$ cat src/rtl/hlsu_defs.vh
`ifndef HLSU_DEFS_VH
`define HLSU_DEFS_VH
// register byte offsets
`define HLSU_CTRL 8'h00
`define HLSU_INSTR 8'h04
`define HLSU_BASE 8'h08
`define HLSU_INDEX 8'h0C
`define HLSU_SRC 8'h10
`define HLSU_PC 8'h14
`define HLSU_STATUS 8'h18
`define HLSU_RESULT 8'h1C
`define HLSU_NEWBASE 8'h20
`define HLSU_ADDR 8'h24
// control bits
`define HLSU_C_START 0
`define HLSU_C_MSB_FIRST 1
`define HLSU_C_COND 2
`define HLSU_CTRL_RST 32'h00000004
// status bits
`define HLSU_S_BUSY 0
`define HLSU_S_DONE 1
`define HLSU_S_ABORT 2
`define HLSU_S_BASE_WB 3
`define HLSU_S_USER 4
`define HLSU_S_ILLEGAL 5
`define HLSU_S_DEST_WR 6
// instruction fields
`define HLSU_P 24
`define HLSU_U 23
`define HLSU_HIMM 22
`define HLSU_W 21
`define HLSU_L 20
`define HLSU_B 22
`define HLSU_WREG 25
`define HLSU_SGN 6
`define HLSU_HALF 5
// transfer sizes
`define HLSU_SZ_BYTE 2'h0
`define HLSU_SZ_HALF 2'h1
`define HLSU_SZ_WORD 2'h2
// bus cycle types
`define HLSU_CY_IDLE 2'h0
`define HLSU_CY_N 2'h1
`define HLSU_CY_S 2'h2
`define HLSU_CY_I 2'h3
// pipeline offsets of the program counter
`define HLSU_PC_BASE_OFS 32'h00000008
`define HLSU_PC_SRC_OFS 32'h0000000C
`define HLSU_PC_REG 4'hF
`endif

$ cat src/rtl/hlsu_unit.v
// Local design decisions: the placing of the registers and the Wishbone register port.
`timescale 1ns/100ps
`include "hlsu_defs.vh"
module hlsu_unit (
  input wire clk_i,
  input wire rst_i,
  input wire ce_i,
  input wire [7:0] wb_adr_i,
  input wire [31:0] wb_dat_i,
  output reg [31:0] wb_dat_o,
  input wire wb_we_i,
  input wire [3:0] wb_sel_i,
  input wire wb_cyc_i,
  input wire wb_stb_i,
  output reg wb_ack_o,
  output reg mem_req_o,
  output reg mem_we_o,
  output reg [31:0] mem_addr_o,
  output reg [31:0] mem_wdata_o,
  output reg [1:0] mem_size_o,
  output reg mem_user_o,
  input wire [31:0] mem_rdata_i,
  input wire mem_ack_i,
  input wire mem_abort_i,
  output reg [1:0] cyc_type_o,
  output reg abort_trap_o,
  output reg done_o
);

  localparam ST_IDLE = 2'h0;
  localparam ST_RUN = 2'h1;
  localparam ST_WAIT = 2'h2;

  // sequence kinds
  localparam K_LOAD = 2'h0;
  localparam K_LOADPC = 2'h1;
  localparam K_STORE = 2'h2;

  reg [31:0] ctrl;
  reg [31:0] instr;
  reg [31:0] base;
  reg [31:0] index;
  reg [31:0] src;
  reg [31:0] pc;
  reg [31:0] result;
  reg [31:0] newbase;
  reg [31:0] addr_q;
  reg [6:0] status;
  reg [1:0] state;
  reg [2:0] step;
  reg [1:0] kind;
  reg [1:0] size_q;
  reg sgn_q;
  reg wb_q;
  reg user_q;

  // byte-lane merge for partial register writes
  function [31:0] merge;
    input [31:0] old;
    input [31:0] nw;
    input [3:0] sel;
    integer i;
    begin
      merge = old;
      for (i = 0; i < 4; i = i + 1) begin
        if (sel[i]) begin
          merge[i*8 +: 8] = nw[i*8 +: 8];
        end
      end
    end
  endfunction

  // cycle type of each step; one step per sequence carries the data
  function [1:0] step_type;
    input [1:0] k;
    input [2:0] s;
    begin
      step_type = `HLSU_CY_IDLE;
      case (k)
        K_LOAD: step_type = (s == 3'h0) ? `HLSU_CY_N :
                            (s == 3'h1) ? `HLSU_CY_I : `HLSU_CY_S;
        K_LOADPC: step_type = (s == 3'h0 || s == 3'h2) ? `HLSU_CY_N :
                              (s == 3'h1) ? `HLSU_CY_I : `HLSU_CY_S;
        K_STORE: step_type = `HLSU_CY_N;
        default: step_type = `HLSU_CY_IDLE;
      endcase
    end
  endfunction

  function [2:0] last_step;
    input [1:0] k;
    begin
      case (k)
        K_LOAD: last_step = 3'h2;
        K_LOADPC: last_step = 3'h4;
        default: last_step = 3'h1;
      endcase
    end
  endfunction

  // load lane steering and extension
  function [31:0] fetch_fmt;
    input [31:0] d;
    input [1:0] a;
    input [1:0] sz;
    input sg;
    input msb;
    reg [7:0] b;
    reg [15:0] h;
    reg [63:0] dd;
    begin
      b = msb ? d[(3 - a)*8 +: 8] : d[a*8 +: 8];
      // halfword lanes follow address bit 1 only; bit 0 is not looked at
      h = (a[1] ^ msb) ? d[31:16] : d[15:0];
      dd = {d, d};
      case (sz)
        `HLSU_SZ_BYTE: begin
          fetch_fmt = sg ? {{24{b[7]}}, b} : {24'h000000, b};
        end
        `HLSU_SZ_HALF: begin
          fetch_fmt = sg ? {{16{h[15]}}, h} : {16'h0000, h};
        end
        default: begin
          // unaligned word loads rotate the addressed byte into place
          if (msb) begin
            fetch_fmt = dd[(4 - a)*8 +: 32];
          end else begin
            fetch_fmt = dd[a*8 +: 32];
          end
        end
      endcase
    end
  endfunction

  // instruction decode
  wire [3:0] rn = instr[19:16];
  wire [3:0] rd = instr[15:12];
  wire hw_class = (instr[27:25] == 3'h0) && instr[7] && instr[4] &&
                  (instr[6:5] != 2'h0);
  wire wd_class = (instr[27:26] == 2'h1);
  wire f_p = instr[`HLSU_P];
  wire f_u = instr[`HLSU_U];
  wire f_w = instr[`HLSU_W];
  wire f_l = instr[`HLSU_L];
  wire f_s = instr[`HLSU_SGN];
  wire f_h = instr[`HLSU_HALF];
  // signed stores and unknown classes finish at once with no bus cycle
  wire illegal = !(hw_class || wd_class) || (hw_class && f_s && !f_l);

  // offset choice; register offsets are used unshifted
  wire [31:0] imm8 = {24'h000000, instr[11:8], instr[3:0]};
  wire [31:0] imm12 = {20'h00000, instr[11:0]};
  wire [31:0] offset = hw_class ? (instr[`HLSU_HIMM] ? imm8 : index) :
                       (instr[`HLSU_WREG] ? index : imm12);
  wire [31:0] base_eff = (rn == `HLSU_PC_REG) ? pc + `HLSU_PC_BASE_OFS :
                         base;
  wire [31:0] sum = f_u ? base_eff + offset : base_eff - offset;
  wire [31:0] xfer_addr = f_p ? sum : base_eff;
  wire do_wb = !f_p || f_w;
  wire do_user = wd_class && !f_p && f_w;

  // size: S=0 H=1 unsigned half, S=1 signed byte or half
  wire [1:0] size_d = hw_class ? ((f_s && !f_h) ? `HLSU_SZ_BYTE :
                                  `HLSU_SZ_HALF) :
                      (instr[`HLSU_B] ? `HLSU_SZ_BYTE : `HLSU_SZ_WORD);
  wire sgn_d = hw_class && f_s;
  wire [1:0] kind_d = !f_l ? K_STORE :
                      (rd == `HLSU_PC_REG) ? K_LOADPC : K_LOAD;

  // store data replication
  wire [31:0] st_src = (rd == `HLSU_PC_REG) ? pc + `HLSU_PC_SRC_OFS :
                       src;
  wire [31:0] st_data = (size_d == `HLSU_SZ_HALF) ?
                        {st_src[15:0], st_src[15:0]} :
                        (size_d == `HLSU_SZ_BYTE) ? {4{st_src[7:0]}} : st_src;

  // the ack cycle itself is never taken as a second request
  wire bus_req = wb_cyc_i && wb_stb_i && !wb_ack_o;
  wire bus_wr = bus_req && wb_we_i;
  wire start = bus_wr && (wb_adr_i == `HLSU_CTRL) && wb_sel_i[0] &&
               wb_dat_i[`HLSU_C_START] && (state == ST_IDLE);
  // loads fetch on their first step, stores on their second
  wire data_step = (kind == K_STORE) ? (step == 3'h1) : (step == 3'h0);

  // condition comes from the starting write itself, not the stored copy,
  // so one write can set the condition and launch in the same cycle
  wire cond_new = wb_dat_i[`HLSU_C_COND];

  // wishbone slave: one-cycle registered ack, unmapped reads zero
  always @(posedge clk_i) begin
    if (rst_i) begin
      wb_ack_o <= 1'b0;
      wb_dat_o <= 32'h00000000;
    end else if (ce_i) begin
      wb_ack_o <= bus_req;
      case (wb_adr_i)
        `HLSU_CTRL: wb_dat_o <= ctrl;
        `HLSU_INSTR: wb_dat_o <= instr;
        `HLSU_BASE: wb_dat_o <= base;
        `HLSU_INDEX: wb_dat_o <= index;
        `HLSU_SRC: wb_dat_o <= src;
        `HLSU_PC: wb_dat_o <= pc;
        `HLSU_STATUS: wb_dat_o <= {25'h0000000, status};
        `HLSU_RESULT: wb_dat_o <= result;
        `HLSU_NEWBASE: wb_dat_o <= newbase;
        `HLSU_ADDR: wb_dat_o <= addr_q;
        default: wb_dat_o <= 32'h00000000;
      endcase
    end
  end

  // operand registers; writes while busy are ignored to keep inputs stable
  always @(posedge clk_i) begin
    if (rst_i) begin
      ctrl <= `HLSU_CTRL_RST;
      instr <= 32'h00000000;
      base <= 32'h00000000;
      index <= 32'h00000000;
      src <= 32'h00000000;
      pc <= 32'h00000000;
    end else if (ce_i && bus_wr && state == ST_IDLE) begin
      case (wb_adr_i)
        `HLSU_CTRL: begin
          ctrl <= merge(ctrl, wb_dat_i, wb_sel_i) &
                  32'h00000006; // start bit self-clears
        end
        `HLSU_INSTR: instr <= merge(instr, wb_dat_i, wb_sel_i);
        `HLSU_BASE: base <= merge(base, wb_dat_i, wb_sel_i);
        `HLSU_INDEX: index <= merge(index, wb_dat_i, wb_sel_i);
        `HLSU_SRC: src <= merge(src, wb_dat_i, wb_sel_i);
        `HLSU_PC: pc <= merge(pc, wb_dat_i, wb_sel_i);
        default: ;
      endcase
    end
  end

  // execution sequencer; one step per cycle after the start edge:
  //   load N(data) I S, load into pc N(data) I N S S,
  //   store N N(data) finishing on the answer;
  //   a slow answer stretches the data cycle, so N may show longer
  always @(posedge clk_i) begin
    if (rst_i) begin
      state <= ST_IDLE;
      step <= 3'h0;
      kind <= K_LOAD;
      size_q <= `HLSU_SZ_WORD;
      sgn_q <= 1'b0;
      wb_q <= 1'b0;
      user_q <= 1'b0;
      addr_q <= 32'h00000000;
      newbase <= 32'h00000000;
      result <= 32'h00000000;
      status <= 7'h00;
      mem_req_o <= 1'b0;
      mem_we_o <= 1'b0;
      mem_addr_o <= 32'h00000000;
      mem_wdata_o <= 32'h00000000;
      mem_size_o <= `HLSU_SZ_WORD;
      mem_user_o <= 1'b0;
      cyc_type_o <= `HLSU_CY_IDLE;
      abort_trap_o <= 1'b0;
      done_o <= 1'b0;
    end else if (ce_i) begin
      abort_trap_o <= 1'b0;
      done_o <= 1'b0;
      case (state)
        ST_IDLE: begin
          cyc_type_o <= `HLSU_CY_IDLE;
          if (start) begin
            status <= 7'h00;
            if (!cond_new || illegal) begin
              // no effect at all when the condition fails
              status[`HLSU_S_DONE] <= 1'b1;
              status[`HLSU_S_ILLEGAL] <= illegal && cond_new;
              done_o <= 1'b1;
            end else begin
              status[`HLSU_S_BUSY] <= 1'b1;
              kind <= kind_d;
              size_q <= size_d;
              sgn_q <= sgn_d;
              wb_q <= do_wb;
              user_q <= do_user;
              addr_q <= xfer_addr;
              newbase <= sum;
              step <= 3'h0;
              mem_addr_o <= xfer_addr;
              mem_wdata_o <= st_data;
              mem_size_o <= size_d;
              mem_we_o <= !f_l;
              state <= ST_RUN;
            end
          end
        end
        ST_RUN: begin
          cyc_type_o <= step_type(kind, step);
          if (data_step) begin
            mem_req_o <= 1'b1;
            mem_user_o <= user_q;
            state <= ST_WAIT;
          end else if (step == last_step(kind)) begin
            status[`HLSU_S_BUSY] <= 1'b0;
            status[`HLSU_S_DONE] <= 1'b1;
            status[`HLSU_S_BASE_WB] <= wb_q;
            status[`HLSU_S_DEST_WR] <= (kind != K_STORE);
            done_o <= 1'b1;
            state <= ST_IDLE;
          end else begin
            step <= step + 3'h1;
          end
        end
        ST_WAIT: begin
          if (mem_ack_i) begin
            mem_req_o <= 1'b0;
            mem_user_o <= 1'b0;
            if (mem_abort_i) begin
              // nothing is committed so the instruction can be rerun
              status[`HLSU_S_BUSY] <= 1'b0;
              status[`HLSU_S_DONE] <= 1'b1;
              status[`HLSU_S_ABORT] <= 1'b1;
              abort_trap_o <= 1'b1;
              cyc_type_o <= `HLSU_CY_IDLE;
              state <= ST_IDLE;
            end else if (step == last_step(kind)) begin
              // a store ends on its answer; nothing follows the second N
              status[`HLSU_S_BUSY] <= 1'b0;
              status[`HLSU_S_DONE] <= 1'b1;
              status[`HLSU_S_BASE_WB] <= wb_q;
              status[`HLSU_S_USER] <= user_q;
              done_o <= 1'b1;
              state <= ST_IDLE;
            end else begin
              if (kind != K_STORE) begin
                result <= fetch_fmt(mem_rdata_i, addr_q[1:0], size_q, sgn_q,
                                    ctrl[`HLSU_C_MSB_FIRST]);
              end
              status[`HLSU_S_USER] <= user_q;
              step <= step + 3'h1;
              state <= ST_RUN;
            end
          end
        end
        default: state <= ST_IDLE;
      endcase
    end
  end

endmodule // hlsu_unit

$ cat config.mk
export PLATFORM = sky130hd
export DESIGN_NAME = hlsu_unit
export DESIGN_NICKNAME = d
export VERILOG_FILES = /design/src/rtl/hlsu_unit.v
export VERILOG_INCLUDE_DIRS = /design/src /design/src/rtl
export SDC_FILE = /design/constraint.sdc
export NUM_CORES = 1
export LEC_CHECK = 0
export BUFFER_PORTS_ARGS = -buffer_cell sky130_fd_sc_hd__buf_4
export CAP_MARGIN = 15
export CORE_MARGIN = 4
export CORE_UTILIZATION = 50
export DETAILED_ROUTE_END_ITERATION = 6
export PLACE_DENSITY = 0.69
export RECOVER_POWER = 25
export SYNTH_ARGS = -nofsm -noshare
export SYNTH_HDL_FRONTEND = slang
export SYNTH_SLANG_ARGS = --single-unit
$ cat constraint.sdc
create_clock -name clk_i -period 6.5 [get_ports clk_i]
set_input_delay 1.3 -clock clk_i [delete_from_list [all_inputs] [get_ports clk_i]]
set_output_delay 1.3 -clock clk_i [all_outputs]
set_load 0.01 [all_outputs]
# Word-level counts from Yosys, hierarchy flattened
# Cells that the tools add are included.
[totals]
reg_bits = 349
latchBits = 0
ramBits = 0
mem_bits_ro = 0
input_bits = 84
memories = 0
[op_classes]
addsub = 7
multipliers = 0
div_mod_pow = 0
magnitude_cmp = 0
eq_ne = 36
shift = 4
n_mux = 91
bitwise_logic = 4
reduce_logical = 74
[ops]
columns = ["cell", "count"]
rows = [
  ["$mux W32", 12],
  ["$pmux W32 S10", 1],
  ["$reduce_and A3 Y1", 22],
  ["$add A32 B4 Y32 const B", 2],
  ["$pmux W32 S2", 1],
  ["$shiftx A64 B33 Y32", 1],
  ["$shiftx A64 B6 Y32", 1],
  ["$mux W3", 16],
  ["$mux W2", 17],
  ["$shiftx A32 B33 Y8", 1],
  ["$add A32 B32 Y32", 1],
  ["$eq A8 B5 Y1 const B", 4],
  ["$shiftx A32 B6 Y8", 1],
  ["$sub A32 B32 Y32", 1],
  ["$mux W1", 27],
  ["$ne A2 B2 Y1 const B", 12],
  ["$pmux W2 S3", 4],
  ["$reduce_and A5 Y1", 4],
  ["$logic_and A1 B1 Y1", 18],
  ["$eq A8 B4 Y1 const B", 2],
  ["$eq A8 B6 Y1 const B", 2],
  ["$mux W16", 1],
  ["$reduce_and A4 Y1", 3],
  ["$eq A2 B1 Y1 const B", 5],
  ["other kinds (30)", 57],
]

# Logic depth before layout (Yosys ltp)
# Gate-level depths: netlist of run 1.
[logic_depth]
ltp_word = 12
mapped_depth = 22
depth_no_buf = 19

# Least setup slack after synthesis of run 1
# OpenSTA, ideal clock, no wires.
[synth_path]
path_kind = "reg2reg"
startpoint = "register instr[27]"
endpoint = "register newbase[30]"
setup_ns = 0.074
arrival_ns = 4.402
required_ns = 6.426
path_slack_ns = 2.024
path_stages_with_launch = 21
path_buffers = 2
synth_period_minus_slack_ns = 4.476
cell_sequence = "dfxtp_1 > nand4bb_1 > buf_2 > o31a_1 > o221ai_1 > nand4_2 > nor3_4 > o211ai_2 > o211ai_1 > a31oi_1 > ha_1 > clkbuf_1 > a21o_1 > a31o_2 > nor2b_1 > nor4b_1 > a21oi_1 > a31oi_1 > nor2b_1 > or4_1 > a31oi_1"
[synth_between]
elab_chain_cells = 10
elab_cells_between_ends = 17
[synth_rtl]
columns = ["item", "line", "text"]
rows = [
  ["start: declaration", "hlsu_unit.v:40", "reg [31:0] instr;"],
  ["start signal: assignment", "hlsu_unit.v:227", "`HLSU_INSTR: instr <= merge(instr, wb_dat_i, wb_sel_i);"],
  ["parallel branches: the longest is 10 deep, another holds $sub A32 B32 Y32", "-", ""],
  ["end signal: assignment", "hlsu_unit.v:284", "newbase <= sum;"],
  ["end: declaration", "hlsu_unit.v:46", "reg [31:0] newbase;"],
]
# Several ways; the timed one is not identified.
# A chain may end at the register's enable or synchronous reset.

# Worst setup path in the final report of run 1
[layout_path]
startpoint = "register instr[22]"
endpoint = "register addr_q[29]"
[layout_between]
elab_chain_cells = 5
elab_cells_between_ends = 6
[layout_rtl]
columns = ["item", "line", "text"]
rows = [
  ["$mux W32 (*) (2 in series)", "hlsu_unit.v:153", "wire [31:0] offset = hw_class ? (instr[`HLSU_HIMM] ? imm8 : index) :"],
  ["$sub A32 B32 Y32 / $add A32 B32 Y32 (equally long branches)", "hlsu_unit.v:157", "wire [31:0] sum = f_u ? base_eff + offset : base_eff - offset;"],
  ["$mux W32 (*)", "hlsu_unit.v:157", ""],
  ["$mux W32 (*)", "hlsu_unit.v:158", "wire [31:0] xfer_addr = f_p ? sum : base_eff;"],
  ["end signal: assignment", "hlsu_unit.v:283", "addr_q <= xfer_addr;"],
  ["end: declaration", "hlsu_unit.v:47", "reg [31:0] addr_q;"],
]
# Every way passes the cells marked *; elsewhere a longest branch is shown, timed or not.

==> flow_metrics.py, run 1 <==
metrics = {
    "outcome": {
        "outcome": "finished with violations",
        "violations": "DRC, capacitance limit, slew limit",
    },
    "critical_path": {
        "cp-end-kind": "flip-flop",
        "rr_endpoint": "addr_q[29]$_SDFFE_PP0P_",
        "reg2reg_depth": 17,
        "rr_startpoint": "instr[22]$_SDFFE_PP0P_",
        "cp_top_family": "compound AO/OA/AOI/OAI gates",
        "crit_slowest_cell": "dfxtp_1",
        "critPathLaunchType": "flip-flop",
        "cp_max_fo": 14,
        "path_buf_inv": 0,
        "critPathArrivalTime_ns": 5.92,
        "crit_chain": "mux2_2 > o21ai_0 > a2bb2oi_1 > nand4_2 > nor3_4 > a21boi_2 > nor2_1 > a21oi_1 > a31oi_1 > ha_1 > a21o_1 > a21o_1 > a221oi_1 > nand2_1 > a31oi_1 > xor2_1 > a311oi_1",
        "required_ns": 6.83,
        "max_stage_delay_ns": 0.68,
        "criticalPathCategory": "reg -> reg",
        "reg2reg_slack_ns": 0.91,
    },
    "finish": {
        "final_nets": 2836,
        "n_fill_cell": 3919,
        "insertedDiodeCount": 0,
        "register_area_um2": 6968,
        "multi_input_area_um2": 12710,
        "instances_no_fill": 3260,
        "drive_gt1_frac": 0.09177,
        "area_growth_syn_to_layout_pct": 11.89,
    },
    "clocking": {
        "clkTransAtPathRegs_ns": 0.06,
        "clock_sinks": 348,
        "cts_buffers": 40,
        "clock_latency_ns": 0.57,
        "clock_path_buffers": 3,
        "cts_resized": 0,
        "cts_root_buf": "clkbuf_16",
        "post_cts_buffers": 0,
        "cts_max_level": 2,
        "cts_tree": "built",
        "ctsHoldBuffers": 0,
    },
    "timing": {
        "final.setup.tns_ns": 0,
        "min_period_ns": 5.585,
        "slew_headroom": -1.397,
        "rsz0062_at_grt": "false",
        "clock.fmax_mhz": 179.0,
        "whs_ns": 0.4507,
        "tightest_slew_ns": 3.595,
        "skew_ns": 0.01319,
        "hold_viol_final": 0,
        "finalSetupViolCount": 0,
        "period_share": 0.8593,
        "drv_slew": 268,
    },
    "worst_hold_path": {
        "holdPathStages": 2,
        "hp-class": "reg -> reg",
        "hold_end": "mem_user_o$_SDFFE_PP0P_",
        "worstHoldStart": "mem_user_o$_SDFFE_PP0P_",
    },
    "synthesis": {
        "synth_area_leader_cell": "dfxtp_1",
        "synth-edff-count": 0,
        "ys_warn_count": 0,
        "synth_top_area_share": 0.3393,
        "ys_seq_area_frac": 0.3393,
        "synth-async-reset-ratio": 0,
        "synth.distinct_cells": 80,
        "synth_area_per_cell_um2": 7.760,
        "synthFlopType": "dfxtp_1",
        "synthCells": 2646,
        "ys_ff_latch": 348,
        "syn_nets": 2773,
        "syn-cell-area_um2": 20530,
        "ys_top_cells_by_area": "dfxtp_1, mux2i_1, a21oi_1",
    },
    "floorplanning": {
        "fp.coreArea_um2": 40190,
        "die_w_um": 210.7,
        "initial_core_util": 0.5109,
        "rows": 73,
        "die_y_um": 210.7,
        "io_pins": 190,
        "die_area_um2": 44370,
    },
    "power": {
        "ir_drop_v": 0.0002107,
        "p_leak_nw": 7.710,
        "power_density_nw_per_um2": 194.9,
        "fin_total_pwr_w": 0.004479,
    },
    "placement": {
        "dp.cells": 3190,
        "port_buffers": 189,
        "globalplace.congestion": 1.011,
        "hpwl_um": 66020,
    },
    "drt": {
        "drt_first_pass_iters": 7,
        "final_antenna_net_count": 0,
        "drt-total-wl_um": 88660,
        "via_count": 21530,
        "drt-initial-drc-count": 2975,
        "drc": 12,
        "wl_per_cell_um": 27.20,
        "via_per_inst": 6.603,
    },
    "global_route": {
        "grt_overflow_total": 0,
        "grt_pass1_wl_um": 129500,
        "grt_pass1_vias": 20140,
        "antenna_found_initial": 1,
        "grt_max_degree": 99,
        "track_usage": 0.3832,
    },
    "job": {
        "maxCapViolCount": 4,
    },
}
[synthesized netlist by cell type, types with 16 or more instances]
library cell,n
nand2_1,362
dfxtp_1,348
nor2_1,337
a21oi_1,300
clkbuf_1,179
mux2i_1,167
o21ai_0,153
xnor2_1,60
a211oi_1,59
nor3_1,47
nand3_1,46
a31oi_1,43
ha_1,42
xor2_1,40
a222oi_1,39
a22oi_1,34
inv_1,30
a21o_1,26
and3_1,26
nand4_1,23
o22ai_1,23
mux2_2,20
a221oi_1,18
mux4_2,17
buf_2,16
[layout make-up]
class	count	area share
clock buffer	55	0.04868
tap	525	0.02859
inverter	32	0.005228
multi-input combinational	2062	0.5530
timing repair buffer	225	0.05800
sequential	348	0.3033
clock inverter	13	0.003213
[through the flow]
step | instance area, µm² | utilization | setup WS (ns)
finish | 22980 | 0.5717 | 0.9145
CTS | 23340 | 0.5807 | 1.050
floorplan | 20530 | - | 2.024
detailed placement | 22150 | 0.5510 | 1.102
global placement | 22150 | 0.5510 | 1.068
global route | 22980 | 0.5717 | 0.5882
[per-layer routing]
metal  vias up  wire [µm]  GRT usage  share of wire
met5         -          0          0              0
met3       291       8275    0.06921          0.093
li1       9657          -          -              -
met2      1340      39580     0.6033           0.45
met4         0       6540     0.2200          0.074
met1     10240      34260     0.4964           0.39
[tightest hold or removal path: stages, from the launching register on]
cell,delay [ns]
dfxtp_1,0.31
nand2_1,0.05
a21oi_1,0.05
[placed cells by master, fill, tap and decap left out, types with 7 or more instances in the layout]
cell type / count
xor2_1: 39
o211ai_1: 12
xnor2_1: 60
mux4_2: 17
dfxtp_1: 347
mux2_2: 20
nor4_1: 7
nand3_1: 46
inv_1: 30
clkbuf_1: 115
and2_1: 13
and3_1: 25
clkinv_2: 10
a21oi_1: 300
nand2b_1: 10
a31oi_1: 43
buf_4: 116
nor2b_1: 9
a221oi_1: 18
nor3_1: 47
a21o_1: 26
a222oi_1: 39
a22oi_1: 34
nand4_1: 23
a22o_1: 7
nand2_1: 362
nor2_1: 337
or3_1: 7
o21ai_0: 153
clkbuf_16: 41
a211oi_1: 59
o21bai_1: 13
mux2i_1: 167
ha_1: 42
o22ai_1: 23
[cell families after synthesis]
logic type               share of synthesized area
AND/OR/NAND/NOR                             0.1979
adder cells (fa/ha/maj)                    0.02657
multiplexers                                0.1110
XOR/XNOR                                   0.04265
AO/OA/AOI/OAI                               0.2384
flip-flops                                  0.3393
buffers and inverters                      0.04412
[how the worst max path moves through the flow]
stage                                    end  slack [ns]  cells past startpoint              startpoint
detailed placement  newbase[30]$_SDFFE_PP0P_        1.10                     18  instr[22]$_SDFFE_PP0P_
global placement    newbase[30]$_SDFFE_PP0P_        1.07                     18  instr[22]$_SDFFE_PP0P_
floorplan           newbase[30]$_SDFFE_PP0P_        2.02                     20  instr[27]$_SDFFE_PP0P_
global route         addr_q[29]$_SDFFE_PP0P_        0.59                     17  instr[22]$_SDFFE_PP0P_
finish               addr_q[29]$_SDFFE_PP0P_        0.91                     17  instr[22]$_SDFFE_PP0P_
CTS                 newbase[30]$_SDFFE_PP0P_        1.05                     18  instr[22]$_SDFFE_PP0P_
[power by group]
group / internal [W] / total (W) / switching, W
registers: 0.00213 / 0.00213 / 0.000000397
clock network: 0.00120 / 0.00215 / 0.000954
logic: 0.0000627 / 0.000191 / 0.000128
total: 0.00340 / 0.00448 / 0.00108
[registers in the layout (all words and copies together), names as in the netlist, 3 cells and up]
name         count
result          32
pc              32
wb_dat_o        32
newbase         32
status           7
mem_wdata_o     32
base            32
index           32
src             32
instr           32
addr_q          32
step             3
(Power assumes the default switching activity.)
==> run 2: changes to the inputs <==
ABC_AREA = 1   (was default)
ABC_CLOCK_PERIOD_IN_PS = 6500   (was default)
GPL_ROUTABILITY_DRIVEN = 0   (was default)
==> run 2 against run 1 <==
Against the previous run:
- the run still ends with DRC, capacitance limit, slew limit left
- clock-buffer cell count increased by 4
- global-route usage fell by 1.0 points
- cell area increased by 2.4%
- highest routed layer is now met5
- combinational power down 3%
- sequential power about the same
- utilization down 0.082 points
- wire length decreased by 0.61%
==> flow_metrics.py, run 2 <==
metrics = {
    "critical_path": {
        "crit_chain": "buf_4 > nand2_1 > nor2_1 > nand2_1 > nor3_1 > nand2_1 > nor3_1 > nand2_1 > nor2_4 > buf_4 > nand3_1 > o211ai_1 > inv_1",
        "cp_max_fo": 67,
        "cp-end-kind": "flip-flop",
        "critPathArrivalTime_ns": 5.86,
        "max_stage_delay_ns": 1.32,
        "crit_start": "wb_cyc_i",
        "criticalPathCategory": "in -> reg",
        "critPathLaunchType": "input pin",
        "required_ns": 6.98,
        "rr_startpoint": "state[1]$_SDFFE_PP0P_",
        "crit_slowest_cell": "nor3_1",
        "cp_common_cell": "nand2_1",
    },
    "synthesis": {
        "ys_seq_area_frac": 0.3317,
        "ys_ff_latch": 348,
        "syn-cell-area_um2": 21000,
        "synth_top_area_share": 0.3317,
        "ys_top_cells_by_area": "dfxtp_1, nand2_1, o21ai_0",
        "synth.distinct_cells": 61,
        "synth_area_per_cell_um2": 6.508,
        "synth-edff-count": 0,
        "synth_area_leader_cell": "dfxtp_1",
        "yosys-top-cells-count": "nand2_1, o21ai_0, inv_1",
        "synth-async-reset-ratio": 0,
        "synthCells": 3227,
        "ys_warn_count": 0,
        "yosysMostFrequentCell": "nand2_1",
        "syn_nets": 3354,
        "synthFlopType": "dfxtp_1",
    },
    "clocking": {
        "clock_latency_ns": 0.60,
        "clkTransAtPathRegs_ns": 0.06,
        "cts_max_level": 2,
        "clock_sinks": 348,
        "clock_path_buffers": 3,
        "cts_tree": "built",
        "ctsHoldBuffers": 0,
        "cts_resized": 0,
        "cts_buffers": 40,
        "cts_root_buf": "clkbuf_16",
        "post_cts_buffers": 0,
    },
    "global_route": {
        "grt_pass1_vias": 21550,
        "grt_pass1_wl_um": 130200,
        "antenna_found_initial": 1,
        "track_usage": 0.3729,
        "grt_overflow_total": 0,
        "grt_max_degree": 135,
    },
    "finish": {
        "layout.core_utilization": 0.5709,
        "register_area_um2": 6967,
        "instances_no_fill": 3881,
        "drive_gt1_frac": 0.06927,
        "insertedDiodeCount": 0,
        "final_nets": 3446,
        "layout_common_cells": "nand2_1, o21ai_0, inv_1",
        "area_growth_syn_to_layout_pct": 12.00,
        "mostFrequentLayoutCell": "nand2_1",
        "n_fill_cell": 4125,
        "multi_input_area_um2": 11870,
    },
    "timing": {
        "clock.fmax_mhz": 185.7,
        "period_share": 0.8283,
        "final.setup.tns_ns": 0,
        "tightest_slew_ns": 1.876,
        "skew_ns": 0.02588,
        "drv_slew": 43,
        "finalSetupViolCount": 0,
        "hold_viol_final": 0,
        "rsz0062_at_grt": "false",
        "whs_ns": 0.4608,
        "min_period_ns": 5.384,
        "slew_headroom": -0.2509,
    },
    "floorplanning": {
        "io_pins": 190,
        "fp.coreArea_um2": 41200,
        "rows": 74,
        "die_area_um2": 45350,
        "die_y_um": 212.9,
        "initial_core_util": 0.5097,
        "die_w_um": 212.9,
    },
    "power": {
        "p_leak_nw": 9.223,
        "ir_drop_v": 0.0001664,
        "fin_total_pwr_w": 0.004600,
        "power_density_nw_per_um2": 195.6,
    },
    "drt": {
        "via_per_inst": 6.172,
        "drt-total-wl_um": 88120,
        "final_antenna_net_count": 0,
        "drt_first_pass_iters": 7,
        "drc": 3,
        "wl_per_cell_um": 22.70,
        "via_count": 23950,
        "drt-initial-drc-count": 4100,
    },
    "job": {
        "maxCapViolCount": 2,
    },
    "placement": {
        "hpwl_um": 66460,
        "dp.cells": 3809,
        "port_buffers": 189,
    },
    "worst_hold_path": {
        "hp-class": "reg -> reg",
        "worstHoldStart": "instr[30]$_SDFFE_PP0P_",
    },
    "outcome": {
        "outcome": "finished with violations",
        "violations": "DRC, capacitance limit, slew limit",
    },
}
-- run 2: cell types whose count changed in the layout (fill, tap and decap cells not counted), sizes merged, moves of 47 or more --
cell and delta:
nand3 +116, o21ai +292, a21oi +49, nand2 +258, inv +349, a211oi -47
mux2i -167, o211ai +50
-- run 2: final timing paths --
path                                   end  slack [ns]  depth (start not counted)
setup reg to reg  newbase[11]$_SDFFE_PP0P_        1.24                         12
hold reg to reg     instr[30]$_SDFFE_PP0P_        0.46                          2
hold / removal      instr[30]$_SDFFE_PP0P_        0.46                          2
setup / recovery  newbase[11]$_SDFFE_PP0P_        1.12                         13
-- run 2: logic make-up after synthesis --
logic type / after synthesis / share of synthesized area
xor+xnor: 72 / 0.03003
buf+inv: 555 / 0.1029
compound gates: 1038 / 0.2769
simple gates: 1171 / 0.2325
flops: 348 / 0.3317
fa+ha+maj: 43 / 0.02598
-- run 2: layer usage --
metal | vias to the layer above | wire (µm) | GRT usage
li1 | 11050 | - | -
met1 | 10930 | 34220 | 0.5042
met2 | 1652 | 36020 | 0.5368
met3 | 326 | 11740 | 0.09844
met4 | 2 | 6118 | 0.2152
met5 | - | 16 | 0
-- run 2: worst max-delay path: cells and delay by family --
kind	cells	cell delay (ns)
buf+inv	3	0.80
compound gates	1	0.15
simple gates	9	3.52
-- run 2: final cells by class --
cell class	count	area share
repair buffers	219	0.05314
clock buffers	59	0.04990
multi-input cells	2324	0.5048
flip-flops and latches	348	0.2962
well taps	532	0.02830
inverters	386	0.06202
clock inverters	13	0.005639
-- run 2: stage by stage --
step	cell area (µm²)	setup slack, ns
finish	23520	1.116
CTS	23930	2.231
floorplan	21000	3.011
global placement	22630	2.026
global route	23520	0.9877
detailed placement	22630	1.945
-- run 2: where the power goes --
| part | switching (W) | internal, W | total, W |
|---|---|---|---|
| Combinational | 0.000126 | 0.0000598 | 0.000186 |
| Clock | 0.000975 | 0.00131 | 0.00228 |
| Sequential | 0.000000438 | 0.00213 | 0.00213 |
